[src/hw/mb_ident_regs.svh]
// Purpose: Constants for the serial identification and error responder.
// Assumes: Included by its bare name; holds definitions only.
// Notes: Byte values are frame field contents; times are in their own units.
`ifndef MB_IDENT_REGS_SVH
`define MB_IDENT_REGS_SVH
`define MB_FC_IDENT 8'h2b
`define MB_MEI_IDENT 8'h0e
`define MB_RC_SEQ 8'h01
`define MB_RC_ONE 8'h04
`define MB_CONFORMITY 8'h51
`define MB_ZERO_FIELD 8'h00
`define MB_LAST_OBJ 8'h02
`define MB_EXC_BIT 8'h80
`define MB_ERR_FUNC 8'h01
`define MB_ERR_ADDR 8'h02
`define MB_ERR_VALUE 8'h03
`define MB_CRC_INIT 16'hffff
`define MB_CRC_POLY 16'ha001
`define MB_CLK_PERIOD_NS 10
`define MB_CHAR_BITS 11
`define MB_GAP_TENTHS 35
`define MB_BAUD_DEFAULT 9600
`define MB_MIN_FRAME 4'h4
`define MB_HDR_IDENT_LEN 4'h8
`define MB_HDR_EXC_LEN 4'h3
`define MB_FW_LEN 4'h5
`define MB_FW_PREFIX 8'h56
`define MB_ASCII_ZERO 8'h30
`define MB_ASCII_DOT 8'h2e
`endif

[src/hw/mb_ident_pkg.sv]
// Purpose: Types shared by the identification responder.
// Assumes: Constants come from mb_ident_regs.svh.
// Notes: Transmit sequencer states are binary coded.
package mb_ident_pkg;
   typedef logic [7:0] byte_t;
   typedef enum logic [2:0] {
      TX_IDLE = 3'b000,
      TX_HDR = 3'b001,
      TX_CODE = 3'b010,
      TX_LEN = 3'b011,
      TX_VAL = 3'b100,
      TX_CRC_LO = 3'b101,
      TX_CRC_HI = 3'b110
   } tx_state_t;
endpackage

[src/hw/mb_byte_fifo.sv]
// Purpose: Small valid/ready FIFO between the reply sequencer and the UART.
// Assumes: One clock, synchronous active-low reset.
// Notes: DEPTH must be a power of two so the pointers wrap naturally.
`timescale 1ns/100ps
module mb_byte_fifo #(
   parameter int WIDTH = 8,
   parameter int DEPTH = 4
) (
   input wire logic core_clk,
   input wire logic rst_b,
   input wire logic in_valid,
   output logic in_ready,
   input wire logic [WIDTH-1:0] in_data,
   output logic out_valid,
   input wire logic out_ready,
   output logic [WIDTH-1:0] out_data
);
   localparam int AW = (DEPTH > 1) ? $clog2(DEPTH) : 1;

   generate
      if (DEPTH < 2 || (1 << AW) != DEPTH || WIDTH < 1) begin : g_bad_param
         $error("FIFO depth must be a power of two of at least two");
      end
   endgenerate

   logic [WIDTH-1:0] mem_q [0:DEPTH-1];
   logic [AW-1:0] wr_q, wr_d, rd_q, rd_d;
   logic [AW:0] cnt_q, cnt_d;
   logic push, pop;

   ////////////////////////////////////////////////////////////////////////
   // Full and empty come straight from the occupancy count.
   assign in_ready = (cnt_q != DEPTH[AW:0]);
   assign out_valid = (cnt_q != '0);
   assign out_data = mem_q[rd_q];
   assign push = in_valid && in_ready;
   assign pop = out_valid && out_ready;

   // Pointer and count update; a push and a pop together leave the count.
   always_comb begin
      wr_d = push ? wr_q + 1'b1 : wr_q;
      rd_d = pop ? rd_q + 1'b1 : rd_q;
      cnt_d = cnt_q;
      if (push && !pop) begin
         cnt_d = cnt_q + 1'b1;
      end else if (pop && !push) begin
         cnt_d = cnt_q - 1'b1;
      end
   end

   // Storage needs no reset since empty slots are never shown.
   always_ff @(posedge core_clk) begin
      if (push) begin
         mem_q[wr_q] <= in_data;
      end
   end

   // Pointer registers.
   always_ff @(posedge core_clk) begin
      if (!rst_b) begin
         wr_q <= '0;
         rd_q <= '0;
         cnt_q <= '0;
      end else begin
         wr_q <= wr_d;
         rd_q <= rd_d;
         cnt_q <= cnt_d;
      end
   end
endmodule

[src/hw/modbus_ident_and_error_responder.sv]
// Purpose: Checks received serial frames and builds identification and exception replies.
// Assumes: A UART neighbour gives received bytes, parity flags and an end-of-frame pulse,
//          and takes reply bytes over valid/ready; all on core_clk.
// Notes: Normal replies for supported non-identification functions are left to other handlers; their exceptions are built here.
// Summary of operation
// [RULE1] Function 2Bh with MEI type 0Eh is a device identification read.
// [RULE2] Reply: address, function, MEI, read code, header fields, objects, CRC.
// [RULE3] Only basic objects 00 to 02 exist.
// [RULE4] Object values go out as ASCII, one byte per character; 00 is vendor.
// [RULE5] Object 01 is product code plus rated current, length set per model.
// [RULE6] Object 02 is firmware version as V, digit, dot, two digits.
// [RULE7] Read code 01 gives objects in sequence, 04 gives one object.
// [RULE8] Conformity 51h; more-follows and next-object are 00h.
// [RULE9] Act only on own address; stay silent on parity or CRC errors.
// [RULE10] Drop frame silently when an inter-byte gap exceeds 3.5 characters.
// [RULE11] Exceptions only follow a cleanly received frame with bad content.
// [RULE12] Unimplemented function answers error code 1.
// [RULE13] Nonexistent register or bit answers error code 2.
// [RULE14] Out-of-range written value answers error code 3.
// [RULE15] Writes to read-only, status or enable-locked items answer error 3.
// [RULE16] Command bit write without serial command source answers error 3.
// [RULE17] Exception: address, function with top bit set, error code, CRC.
// [RULE18] CRC-16 over all prior bytes, low byte sent first.
// [RULE19] Length byte equals character count; object above 02 answers error 2.
`timescale 1ns/100ps
`include "mb_ident_regs.svh"
module modbus_ident_and_error_responder #(
   parameter int BAUD = `MB_BAUD_DEFAULT,
   parameter int GAP_CYCLES = int'((`MB_GAP_TENTHS * `MB_CHAR_BITS * 64'd1000000000) /
                                   (64'd10 * BAUD * `MB_CLK_PERIOD_NS)),
   parameter int VENDOR_LEN = 6,
   parameter logic [127:0] VENDOR_STR = "VENDOR",
   parameter int PRODUCT_LEN = 10,
   parameter logic [127:0] PRODUCT_STR = "DRIVE 5.0A",
   parameter logic [3:0] FW_MAJOR = 4'h1,
   parameter logic [3:0] FW_TENTHS = 4'h0,
   parameter logic [3:0] FW_HUNDREDTHS = 4'h0,
   parameter int FIFO_DEPTH = 4
) (
   input wire logic core_clk,
   input wire logic rst_b,
   input wire logic [7:0] my_addr,
   input wire logic rx_valid,
   input wire logic [7:0] rx_data,
   input wire logic rx_parity_err,
   input wire logic rx_frame_end,
   input wire logic func_supported,
   input wire logic data_addr_valid,
   input wire logic value_in_range,
   input wire logic target_writable,
   input wire logic cmd_src_serial,
   output logic tx_valid,
   output logic [7:0] tx_data,
   input wire logic tx_ready,
   output logic busy
);
   localparam int GW = $clog2(GAP_CYCLES + 2);
   localparam logic [GW-1:0] GAP_LIMIT = GW'(GAP_CYCLES);
   localparam logic [GW-1:0] GAP_MAX = GW'(GAP_CYCLES + 1);

   generate
      if (VENDOR_LEN < 1 || VENDOR_LEN > 16 || PRODUCT_LEN < 1 || PRODUCT_LEN > 16 ||
          FW_MAJOR > 4'h9 || FW_TENTHS > 4'h9 || FW_HUNDREDTHS > 4'h9 ||
          GAP_CYCLES < 1) begin : g_bad_param
         $error("Identification string or timing parameters out of range");
      end
   endgenerate

   ////////////////////////////////////////////////////////////////////////
   // Helpers.

   // One byte step of the reflected CRC-16.
   function automatic logic [15:0] crc_byte(input logic [15:0] c, input logic [7:0] b);
      logic [15:0] r;
      r = c ^ {8'h00, b};
      for (int i = 0; i < 8; i++) begin
         r = r[0] ? ((r >> 1) ^ `MB_CRC_POLY) : (r >> 1);
      end
      return r;
   endfunction

   // Character count of an object.
   function automatic logic [7:0] obj_len(input logic [1:0] obj);
      case (obj)
         2'h0: obj_len = 8'(VENDOR_LEN);
         2'h1: obj_len = 8'(PRODUCT_LEN);
         default: obj_len = {4'h0, `MB_FW_LEN};
      endcase
   endfunction

   // Character idx of an object, first character first.
   function automatic logic [7:0] obj_char(input logic [1:0] obj, input logic [3:0] idx);
      logic [7:0] c;
      c = 8'h00;
      case (obj)
         2'h0: c = VENDOR_STR[8 * (VENDOR_LEN - 1 - int'(idx)) +: 8];
         2'h1: c = PRODUCT_STR[8 * (PRODUCT_LEN - 1 - int'(idx)) +: 8];
         default: begin
            case (idx)
               4'h0: c = `MB_FW_PREFIX;
               4'h1: c = `MB_ASCII_ZERO + {4'h0, FW_MAJOR};
               4'h2: c = `MB_ASCII_DOT;
               4'h3: c = `MB_ASCII_ZERO + {4'h0, FW_TENTHS};
               default: c = `MB_ASCII_ZERO + {4'h0, FW_HUNDREDTHS};
            endcase
         end
      endcase
      return c;
   endfunction

   ////////////////////////////////////////////////////////////////////////
   // Receive side: byte count, running CRC, gap timer and the first fields.

   logic [3:0] rcnt_q, rcnt_d;
   logic [15:0] rcrc_q, rcrc_d;
   logic [GW-1:0] gap_q, gap_d;
   logic bad_q, bad_d;
   logic [7:0] fld_q [0:4];
   logic [7:0] fld_d [0:4];

   // Any parity error or overlong gap poisons the whole frame until its end.
   always_comb begin
      rcnt_d = rcnt_q;
      rcrc_d = rcrc_q;
      bad_d = bad_q;
      fld_d = fld_q;
      gap_d = (gap_q != GAP_MAX) ? gap_q + 1'b1 : gap_q;
      if (rx_frame_end) begin
         rcnt_d = 4'h0;
         rcrc_d = `MB_CRC_INIT;
         bad_d = 1'b0;
      end else if (rx_valid) begin
         if (rx_parity_err) begin
            bad_d = 1'b1; // [RULE9]
         end
         if (rcnt_q != 4'h0 && gap_q > GAP_LIMIT) begin
            bad_d = 1'b1; // [RULE10]
         end
         rcrc_d = crc_byte(rcrc_q, rx_data); // [RULE18]
         if (rcnt_q < 4'h5) begin
            fld_d[rcnt_q[2:0]] = rx_data;
         end
         if (rcnt_q != 4'hf) begin
            rcnt_d = rcnt_q + 1'b1;
         end
         gap_d = '0;
      end
   end

   // Receive registers.
   always_ff @(posedge core_clk) begin
      if (!rst_b) begin
         rcnt_q <= 4'h0;
         rcrc_q <= `MB_CRC_INIT;
         gap_q <= '0;
         bad_q <= 1'b0;
         for (int i = 0; i < 5; i++) begin
            fld_q[i] <= 8'h00;
         end
      end else begin
         rcnt_q <= rcnt_d;
         rcrc_q <= rcrc_d;
         gap_q <= gap_d;
         bad_q <= bad_d;
         fld_q <= fld_d;
      end
   end

   ////////////////////////////////////////////////////////////////////////
   // Frame verdict, formed in the end-of-frame cycle.

   mb_ident_pkg::tx_state_t st_q, st_d;
   logic clean, launch, exc, ident;
   logic [7:0] err;

   // A frame over CRC that includes its own CRC bytes leaves a zero residue.
   assign clean = rx_frame_end && !bad_q && rcnt_q >= `MB_MIN_FRAME &&
                  rcrc_q == 16'h0000 && fld_q[0] == my_addr; // [RULE9] [RULE11]
   assign ident = (fld_q[1] == `MB_FC_IDENT);

   // Content checks in priority order; a non-identification request that passes is not ours.
   always_comb begin
      exc = 1'b1;
      err = `MB_ERR_FUNC;
      if (ident) begin
         if (fld_q[2] != `MB_MEI_IDENT) begin
            err = `MB_ERR_FUNC; // [RULE1] [RULE12]
         end else if (fld_q[3] != `MB_RC_SEQ && fld_q[3] != `MB_RC_ONE) begin
            err = `MB_ERR_VALUE; // [RULE7]
         end else if (fld_q[4] > `MB_LAST_OBJ) begin
            err = `MB_ERR_ADDR; // [RULE3] [RULE19]
         end else begin
            exc = 1'b0; // [RULE1]
         end
      end else if (!func_supported) begin
         err = `MB_ERR_FUNC; // [RULE12]
      end else if (!data_addr_valid) begin
         err = `MB_ERR_ADDR; // [RULE13]
      end else if (!value_in_range) begin
         err = `MB_ERR_VALUE; // [RULE14]
      end else if (!target_writable) begin
         err = `MB_ERR_VALUE; // [RULE15]
      end else if (!cmd_src_serial) begin
         err = `MB_ERR_VALUE; // [RULE16]
      end else begin
         exc = 1'b0; // Another handler answers a clean supported request.
      end
   end

   // A frame arriving while the sequencer is still building a reply is dropped.
   assign launch = clean && st_q == mb_ident_pkg::TX_IDLE && (ident || exc);

   ////////////////////////////////////////////////////////////////////////
   // Reply sequencer; it stalls whenever the FIFO is full.

   logic [7:0] addr_q, addr_d, func_q, func_d, err_q, err_d, rc_q, rc_d;
   logic exc_q, exc_d;
   logic [1:0] obj_q, obj_d, first_q, first_d, last_q, last_d;
   logic [3:0] idx_q, idx_d;
   logic [15:0] tcrc_q, tcrc_d;
   logic [7:0] cur;
   logic fifo_ready, push;

   // Byte currently offered to the FIFO.
   always_comb begin
      cur = 8'h00;
      case (st_q)
         mb_ident_pkg::TX_HDR: begin
            case (idx_q)
               4'h0: cur = addr_q;
               4'h1: cur = exc_q ? (func_q | `MB_EXC_BIT) : func_q; // [RULE17]
               4'h2: cur = exc_q ? err_q : `MB_MEI_IDENT; // [RULE2]
               4'h3: cur = rc_q;
               4'h4: cur = `MB_CONFORMITY; // [RULE8]
               4'h5: cur = `MB_ZERO_FIELD; // [RULE8]
               4'h6: cur = `MB_ZERO_FIELD;
               default: cur = {6'h00, last_q - first_q + 2'h1};
            endcase
         end
         mb_ident_pkg::TX_CODE: cur = {6'h00, obj_q};
         mb_ident_pkg::TX_LEN: cur = obj_len(obj_q); // [RULE19]
         mb_ident_pkg::TX_VAL: cur = obj_char(obj_q, idx_q); // [RULE4] [RULE5] [RULE6]
         mb_ident_pkg::TX_CRC_LO: cur = tcrc_q[7:0]; // [RULE18]
         mb_ident_pkg::TX_CRC_HI: cur = tcrc_q[15:8];
         default: cur = 8'h00;
      endcase
   end

   assign push = (st_q != mb_ident_pkg::TX_IDLE) && fifo_ready;

   // Sequencer next state.
   always_comb begin
      st_d = st_q;
      addr_d = addr_q;
      func_d = func_q;
      err_d = err_q;
      rc_d = rc_q;
      exc_d = exc_q;
      obj_d = obj_q;
      first_d = first_q;
      last_d = last_q;
      idx_d = idx_q;
      tcrc_d = tcrc_q;
      if (launch) begin
         st_d = mb_ident_pkg::TX_HDR;
         addr_d = fld_q[0];
         func_d = fld_q[1];
         err_d = err;
         rc_d = fld_q[3];
         exc_d = exc;
         obj_d = fld_q[4][1:0];
         first_d = fld_q[4][1:0];
         last_d = (fld_q[3] == `MB_RC_ONE) ? fld_q[4][1:0] : 2'h2; // [RULE7]
         idx_d = 4'h0;
         tcrc_d = `MB_CRC_INIT;
      end else if (push) begin
         if (st_q != mb_ident_pkg::TX_CRC_LO && st_q != mb_ident_pkg::TX_CRC_HI) begin
            tcrc_d = crc_byte(tcrc_q, cur); // [RULE18]
         end
         case (st_q)
            mb_ident_pkg::TX_HDR: begin
               idx_d = idx_q + 1'b1;
               if (idx_q == (exc_q ? `MB_HDR_EXC_LEN : `MB_HDR_IDENT_LEN) - 4'h1) begin
                  idx_d = 4'h0;
                  st_d = exc_q ? mb_ident_pkg::TX_CRC_LO : mb_ident_pkg::TX_CODE; // [RULE17]
               end
            end
            mb_ident_pkg::TX_CODE: st_d = mb_ident_pkg::TX_LEN;
            mb_ident_pkg::TX_LEN: st_d = mb_ident_pkg::TX_VAL;
            mb_ident_pkg::TX_VAL: begin
               idx_d = idx_q + 1'b1;
               if ({4'h0, idx_q} == obj_len(obj_q) - 8'h01) begin
                  idx_d = 4'h0;
                  if (obj_q == last_q) begin
                     st_d = mb_ident_pkg::TX_CRC_LO;
                  end else begin
                     obj_d = obj_q + 2'h1; // [RULE7]
                     st_d = mb_ident_pkg::TX_CODE;
                  end
               end
            end
            mb_ident_pkg::TX_CRC_LO: st_d = mb_ident_pkg::TX_CRC_HI;
            mb_ident_pkg::TX_CRC_HI: st_d = mb_ident_pkg::TX_IDLE;
            default: st_d = mb_ident_pkg::TX_IDLE;
         endcase
      end
   end

   // Sequencer registers.
   always_ff @(posedge core_clk) begin
      if (!rst_b) begin
         st_q <= mb_ident_pkg::TX_IDLE;
         addr_q <= 8'h00;
         func_q <= 8'h00;
         err_q <= 8'h00;
         rc_q <= 8'h00;
         exc_q <= 1'b0;
         obj_q <= 2'h0;
         first_q <= 2'h0;
         last_q <= 2'h0;
         idx_q <= 4'h0;
         tcrc_q <= `MB_CRC_INIT;
      end else begin
         st_q <= st_d;
         addr_q <= addr_d;
         func_q <= func_d;
         err_q <= err_d;
         rc_q <= rc_d;
         exc_q <= exc_d;
         obj_q <= obj_d;
         first_q <= first_d;
         last_q <= last_d;
         idx_q <= idx_d;
         tcrc_q <= tcrc_d;
      end
   end

   assign busy = (st_q != mb_ident_pkg::TX_IDLE);

   ////////////////////////////////////////////////////////////////////////
   // Reply bytes queue here so a slow UART simply stalls the sequencer.
   mb_byte_fifo #(
      .WIDTH(8),
      .DEPTH(FIFO_DEPTH)
   ) u_fifo (
      .core_clk(core_clk),
      .rst_b(rst_b),
      .in_valid(busy),
      .in_ready(fifo_ready),
      .in_data(cur),
      .out_valid(tx_valid),
      .out_ready(tx_ready),
      .out_data(tx_data)
   );
endmodule

[config.mk]
export PLATFORM = sky130hd
export DESIGN_NAME = modbus_ident_and_error_responder
export DESIGN_NICKNAME = d
export VERILOG_FILES = /design/src/hw/mb_ident_pkg.sv /design/src/hw/mb_byte_fifo.sv /design/src/hw/modbus_ident_and_error_responder.sv
export VERILOG_INCLUDE_DIRS = /design/src /design/src/hw
export SDC_FILE = /design/constraint.sdc
export NUM_CORES = 1
export LEC_CHECK = 0
export BUFFER_PORTS_ARGS = -buffer_cell sky130_fd_sc_hd__buf_2
export CAP_MARGIN = 30
export CORE_UTILIZATION = 40
export CTS_CLUSTER_DIAMETER = 40
export DETAILED_ROUTE_END_ITERATION = 16
export MAX_ROUTING_LAYER = met4
export SLEW_MARGIN = 20
export SYNTH_ARGS = -nofsm -noshare
export SYNTH_HDL_FRONTEND = slang
export SYNTH_SLANG_ARGS = --single-unit
[constraint.sdc]
create_clock -name core_clk -period 5.75 [get_ports core_clk]
set_clock_uncertainty 0.2 [all_clocks]
set_input_delay 0.2875 -clock core_clk [delete_from_list [all_inputs] [get_ports core_clk]]
set_output_delay 0.2875 -clock core_clk [all_outputs]
set_load 0.05 [all_outputs]
==> out/qor.txt, run 1 <==
TritonCTS clock tree: built
GRT overflow: 0
Number of max-cap violations: 0
H-tree levels: 4
Placed Area: 9378 um^2
Synth-to-Final Area Change: 11.62%
Synthesized area: 8990 um^2
Worst-Margin Slew: 874.5 ps
Setup TNS: 0 ps
WP data required: 5830 ps
Drt initial violations: 654
IO Port Bufs: 36
Share of cells above drive strength 1: 0.1034
Crit. End Element: register
Post-synth top cells: dfxtp_1 (145), mux2i_1 (81), nand2_1 (73), nor2_1 (68), nor2b_1 (64)
Routed len/inst: 16.70 um
Failing checks: design-rule violations
CP max stage delay: 880 ps
Clock root buffer: clkbuf_16
Drt first pass iters: 11
Async SR Flop Fraction: 0
RSZ-0062 raised after global routing: false
# placed instances: 1,203
Setup Fix Bufs, Post-CTS: 0
NumNets Final: 993
Worst slew margin: 0.4156
DPL Wire Length: 14,390 um
Number of global-route vias before repair: 6,251
CP startpoint kind: register
Internal power: 2.113 mW
Main synth FF type: dfxtp_1
Via count: 6,676
Largest area contributor in the netlist: dfxtp_1
Mapped Nets: 978
Most frequent cell after synthesis: dfxtp_1
Top post-synthesis cells by area: dfxtp_1 (32%), edfxtp_1 (11%), mux2i_1 (9.0%)
Die extent in y: 151.9 um
Clock sink count: 177
Pwr dens: 287.3 nW/um^2
Clock share of power: 0.435
Final setup viols: 0
Cell area after layout: 10,030 um^2
Num CTS Buffers: 17
GPL Wtd Cong: 0.9158
Largest net degree at the start of global routing: 66
Setup ws final: 1211 ps
Worst min path class: primary input to register
Post-CTS Resized: 0
Crit path kind: register to register
Worst EP arrival: 4610 ps
GRT Total Usage: 0.1887
Yosys warns: 0
Crit path max fanout: 24
Vias per inst: 5.397
Starting Density: 0.4094
Switching share of power: 0.2671
Die width: 151.9 um
Core Region: 21,960 um^2
Antenna violations before repair: 0
Synth unique cells: 74
Placement Setup Slack: 1324 ps
Routed WL: 20,660 um
Syn_area_per_cell: 9.677 um^2
Clock Tree Buf Depth: 2
Fin util: 0.4570
Fin crit share: 0.7894
Net switching power figure: 0.7700 mW
Sequential area share after synthesis: 0.4298
Clock latency on the worst-skew pair: 430 ps
Comb power frac: 0.107
Post-route DRC: 1
Post-Synthesis Cells: 929
CP max-delay cell: dfxtp_1
Outcome: complete, but fails checks
CP Cell Sequence: inv_1 > ha_1 > a311o_1 > a22o_1 > o2111ai_1 > o211ai_1 > xor2_1 > xnor2_1 > xor3_2 > xnor3_1 > nor2_1 > o21ai_1
Max VDD drop: 0.1814 mV
IO Count: 37
Finished Layout Cells: 1,237
Shortest period the worst path allows: 4539 ps
Global-route wire length before repair: 33,640 um
Final hold violations: 0
Fill count: 2,052
Diodes inserted: 0
Remaining antenna violation count: 0
EDFF count, synth: 32
#FFs+latches synth: 177
Worst-path clk slew: 70 ps
Rows: 54
Max-slew violation total from the final report: 0
Pleak: 3.912 nW
Fmax: 220.3 MHz
Area fraction of the dominant cell type after synthesis: 0.3229
Register share of total power: 0.458
Die area: 23,080 um^2
registers in the layout, indices dropped and copies added, names as in the netlist, 3 cells and up, named ones only:
| register | flops |
|---|---|
| fld_q | 40 |
| u_fifo.mem_q | 32 |
| gap_q | 19 |
| rcrc_q | 16 |
| tcrc_q | 16 |
| addr_q | 8 |
| func_q | 8 |
| rc_q | 8 |
| idx_q | 4 |
| rcnt_q | 4 |
| st_q | 3 |
| u_fifo.cnt_q | 3 |
metrics by stage:
stage,power [mW],hold slack [ps]
floorplan,1.584,229.8
global placement,1.659,266.3
detailed placement,1.663,277.2
CTS,2.916,8.244
global route,2.997,33.29
finish,2.883,19.88
worst max-delay path: cells and delay by family (launching register included):
family | cells | cell delay, ps
adders and majority gates | 1 | 530
and+or+nand+nor | 1 | 100
AOI/OAI and AO/OA | 5 | 1080
DFF | 1 | 880
buffers and inverters | 1 | 250
xor gates and xnor gates | 4 | 1350
layout make-up:
| cell class | instances | area, um^2 | share of cell area |
|---|---|---|---|
| clock buffers | 17 | 425.4 | 0.04239 |
| clock inverters | 15 | 217.7 | 0.02170 |
| repair buffers | 44 | 236.5 | 0.02357 |
| multi-input cells | 678 | 4843 | 0.4827 |
| flip-flops and latches | 177 | 3864 | 0.3850 |
| inverters | 26 | 97.59 | 0.009726 |
| well taps | 280 | 350.3 | 0.03491 |
power by group through the flow:
stage	registers [mW]	logic [mW]	clock network (mW)
detailed placement	1.35	0.312	0
floorplan	1.33	0.254	0
global route	1.33	0.337	1.33
CTS	1.32	0.313	1.28
global placement	1.35	0.309	0
finish	1.32	0.309	1.25
cells by family after synthesis:
family / share of synthesized area
AOI/OAI and AO/OA: 0.1184
xor gates and xnor gates: 0.08476
adders and majority gates: 0.03145
buffers and inverters: 0.03271
DFF: 0.4298
muxes: 0.1102
and+or+nand+nor: 0.1926
placed cells by master, fill, tap and decap left out, types with 5 or more instances in the layout:
cell type / netlist / routed
or4_1: 5 / 5
nor2b_1: 64 / 64
o211ai_1: 13 / 13
clkbuf_16: 0 / 17
nor4_1: 9 / 9
nand2_1: 73 / 73
a32oi_1: 5 / 5
buf_4: 0 / 5
a22o_1: 8 / 8
a21oi_1: 32 / 32
ha_1: 21 / 21
o21ai_0: 39 / 39
and3_1: 9 / 9
nand3_1: 29 / 29
buf_2: 7 / 37
nor3_1: 17 / 17
inv_1: 26 / 26
nor2_1: 68 / 68
a22oi_1: 7 / 7
xnor2_1: 47 / 47
nand4_1: 10 / 10
and2_1: 8 / 8
dfxtp_1: 145 / 145
nand2b_1: 12 / 12
nor3b_1: 5 / 5
xor2_1: 32 / 32
edfxtp_1: 32 / 32
mux4_2: 8 / 8
mux2i_1: 81 / 81
path summary, 6_finish.rpt:
kind / startpoint / cells after the start / to / slack, ps
min: rx_parity_err / 4 / bad_q / 20
max: idx_q[2] / 12 / tcrc_q[0] / 1210
max reg2reg: idx_q[2] / 12 / tcrc_q[0] / 1210
min reg2reg: bad_q / 2 / bad_q / 290
metal layers:
metal | global-route usage | part of all wire
met3 | 0.03965 | 0.042
met2 | 0.2833 | 0.45
met4 | 0.05491 | 0.016
met1 | 0.2550 | 0.49
met5 | - | 0
repair_timing:
item / in CTS / in global routing
hold buffers: 1 / 0
setup endpoints to repair: 0 / 0
endpoints found under the hold margin: 7 / 0
Note: power is estimated with default switching activity, not from simulation.
==> run 2: changes to the inputs <==
Clock period 5.75 ns to 3.8 ns, I/O delays scaled along.
==> run 2 against run 1 <==
Effect of this change: the run still ends with design-rule violations left; via count grew 3.4%; clock power grew 53%; first-iteration DRC count shrank 19%; maximum frequency grew 26%; critical path type unchanged; critical endpoint unchanged.
==> out/qor.txt, run 2 (same netlist as run 1, synthesis figures left out) <==
IO Count: 37 (unchanged)
Die width: 151.9 um (unchanged)
Routed len/inst: 16.44 um (was 16.70 um)
WP data required: 3920 ps (was 5830 ps)
Diodes inserted: 0 (unchanged)
Most frequent cells in the layout: dfxtp_1 (144), mux2i_1 (81), nand2_1 (73) (was dfxtp_1 (145), mux2i_1 (81), nand2_1 (73))
Largest register by flop count: fld_q (unchanged)
Hold worst-path end: err_q[0] (was bad_q)
Worst min path class: primary input to register (unchanged)
Remaining antenna violation count: 0 (unchanged)
Rows: 54 (unchanged)
WHS Path Cells: 4 (unchanged)
Worst EP arrival: 3720 ps (was 4610 ps)
Number of max-cap violations: 0 (unchanged)
Crit path max fanout: 21 (was 24)
Clock Tree Buf Depth: 2 (unchanged)
Post-route DRC: 4 (was 1)
Setup TNS: 0 ps (unchanged)
Max-slew violation total from the final report: 0 (unchanged)
# placed instances: 1,248 (was 1,203)
Clock latency on the worst-skew pair: 440 ps (was 430 ps)
Fin util: 0.4803 (was 0.4570)
Pleak: 4.211 nW (was 3.912 nW)
Synth-to-Final Area Change: 17.31% (was 11.62%)
Outcome: complete, but fails checks (unchanged)
Max VDD drop: 0.3173 mV (was 0.1814 mV)
Largest net degree at the start of global routing: 64 (was 66)
Via count: 6,904 (was 6,676)
Final hold slack: 46.14 ps (was 19.88 ps)
Drt initial violations: 532 (was 654)
Vias per inst: 5.340 (was 5.397)
Num CTS Buffers: 17 (unchanged)
Placed Area: 9732 um^2 (was 9378 um^2)
DPL Wire Length: 15,350 um (was 14,390 um)
Setup ws final: 193.8 ps (was 1211 ps)
IO Port Bufs: 36 (unchanged)
Die extent in y: 151.9 um (unchanged)
Pwr dens: 415.6 nW/um^2 (was 287.3 nW/um^2)
Hold path startpoint: data_addr_valid (was rx_parity_err)
Fmax: 277.3 MHz (was 220.3 MHz)
Worst r2r dst: tcrc_q[0] (unchanged)
Most common cell after layout, fill and taps aside: dfxtp_1 (unchanged)
TritonCTS clock tree: built (unchanged)
Final setup viols: 0 (unchanged)
NumNets Final: 1,049 (was 993)
GRT Total Usage: 0.1961 (was 0.1887)
Antenna violations before repair: 0 (unchanged)
Starting Density: 0.4094 (unchanged)
Shortest period the worst path allows: 3606 ps (was 4539 ps)
Share of cells above drive strength 1: 0.1471 (was 0.1034)
Failing checks: design-rule violations (unchanged)
Global-route wire length before repair: 35,000 um (was 33,640 um)
Core Region: 21,960 um^2 (unchanged)
Setup Fix Bufs, Post-CTS: 0 (unchanged)
RSZ-0062 raised after global routing: false (unchanged)
Largest regs: fld_q: 40 flops, u_fifo.mem_q: 32 flops, gap_q: 19 flops (unchanged)
Die area: 23,080 um^2 (unchanged)
Design Power: 4.383 mW (was 2.883 mW)
Max reg flops: 40 (unchanged)
Routed WL: 21,260 um (was 20,660 um)
Crit path kind: register to register (unchanged)
Final hold violations: 0 (unchanged)
Drt first pass iters: 11 (unchanged)
Worst slew margin: 0.4263 (was 0.4156)
Cell area after layout: 10,550 um^2 (was 10,030 um^2)
Worst-path clk slew: 70 ps (about the same)
Placement Setup Slack: 156.0 ps (was 1324 ps)
CP startpoint kind: register (unchanged)
Worst-Margin Slew: 838.9 ps (was 874.5 ps)
Clock sink count: 177 (unchanged)
GPL Wtd Cong: 0.9124 (was 0.9158)
Reg-to-Reg Start: idx_q[1] (was idx_q[2])
H-tree levels: 4 (unchanged)
Number of global-route vias before repair: 6,625 (was 6,251)
R2R setup slack: 190 ps (was 1210 ps)
Finished Layout Cells: 1,293 (was 1,237)
R2R cell count: 13 (was 12)
Fill count: 2,047 (was 2,052)
GRT overflow: 0 (unchanged)
Clock root buffer: clkbuf_16 (unchanged)
Fin crit share: 0.9490 (was 0.7894)
Crit. End Element: register (unchanged)
==> run 2: changes by cell type in the layout (fill, tap and decap cells not counted), moves of 2 or more <==
cell and delta:
dlygate4sd3_1 +12, inv_8 -2, ha_2 +2, clkinvlp_4 -2, ha_1 -2, clkbuf_8 +3, buf_4 +45
==> run 2: final cells by class <==
type / count / area, um^2 / share of cell area
Multi-Input combinational cell: 678 / 4868 / 0.4616
Clock buffer: 22 / 495.5 / 0.04698
Timing Repair Buffer: 100 / 705.7 / 0.06691
Tap cell: 280 / 350.3 / 0.03322
Inverter: 26 / 97.59 / 0.009254
Clock inverter: 10 / 163.9 / 0.01554
Sequential cell: 177 / 3865 / 0.3665
==> run 2: layer usage <==
metal  part of all wire  wire [um]  track usage  vias up
met5                  0          0            -        -
met2               0.46       9807       0.3020      146
met3              0.036        761      0.03309       22
li1                   -          -            -     3450
met1               0.49      10410       0.2635     3286
met4              0.013        280      0.05879        0
==> run 2: timing repair <==
item                       in CTS  in global routing
hold buffers                   13                  0
hold endpoints to repair       54                  0
resized for setup               0                  7
setup endpoints to repair       0                  1
==> run 2: worst max-delay path, cell delays in order (launching register included) <==
cell	delay, ps
dfxtp_1	310
buf_4	200
ha_1	220
buf_4	170
a22oi_1	140
nand3_1	150
a221o_2	490
nor4bb_4	320
a2111oi_4	90
xnor2_1	260
xor3_2	430
xnor3_1	340
nor2_1	100
o21ai_1	80
==> run 2: worst max path at each step <==
stage / from / endpoint / slack, ps
final: idx_q[1] / tcrc_q[0] / 190
after detailed placement: obj_q[0] / tcrc_q[0] / 160
after global placement: obj_q[0] / tcrc_q[0] / 200
after floorplan: idx_q[1] / tcrc_q[0] / 6
after CTS: obj_q[0] / tcrc_q[0] / 140
after global routing: idx_q[1] / tcrc_q[0] / 10
==> run 2: report_power, final <==
part           internal [mW]  switching (mW)
clock                   1.15           0.759
sequential              1.94          0.0565
combinational          0.192           0.283
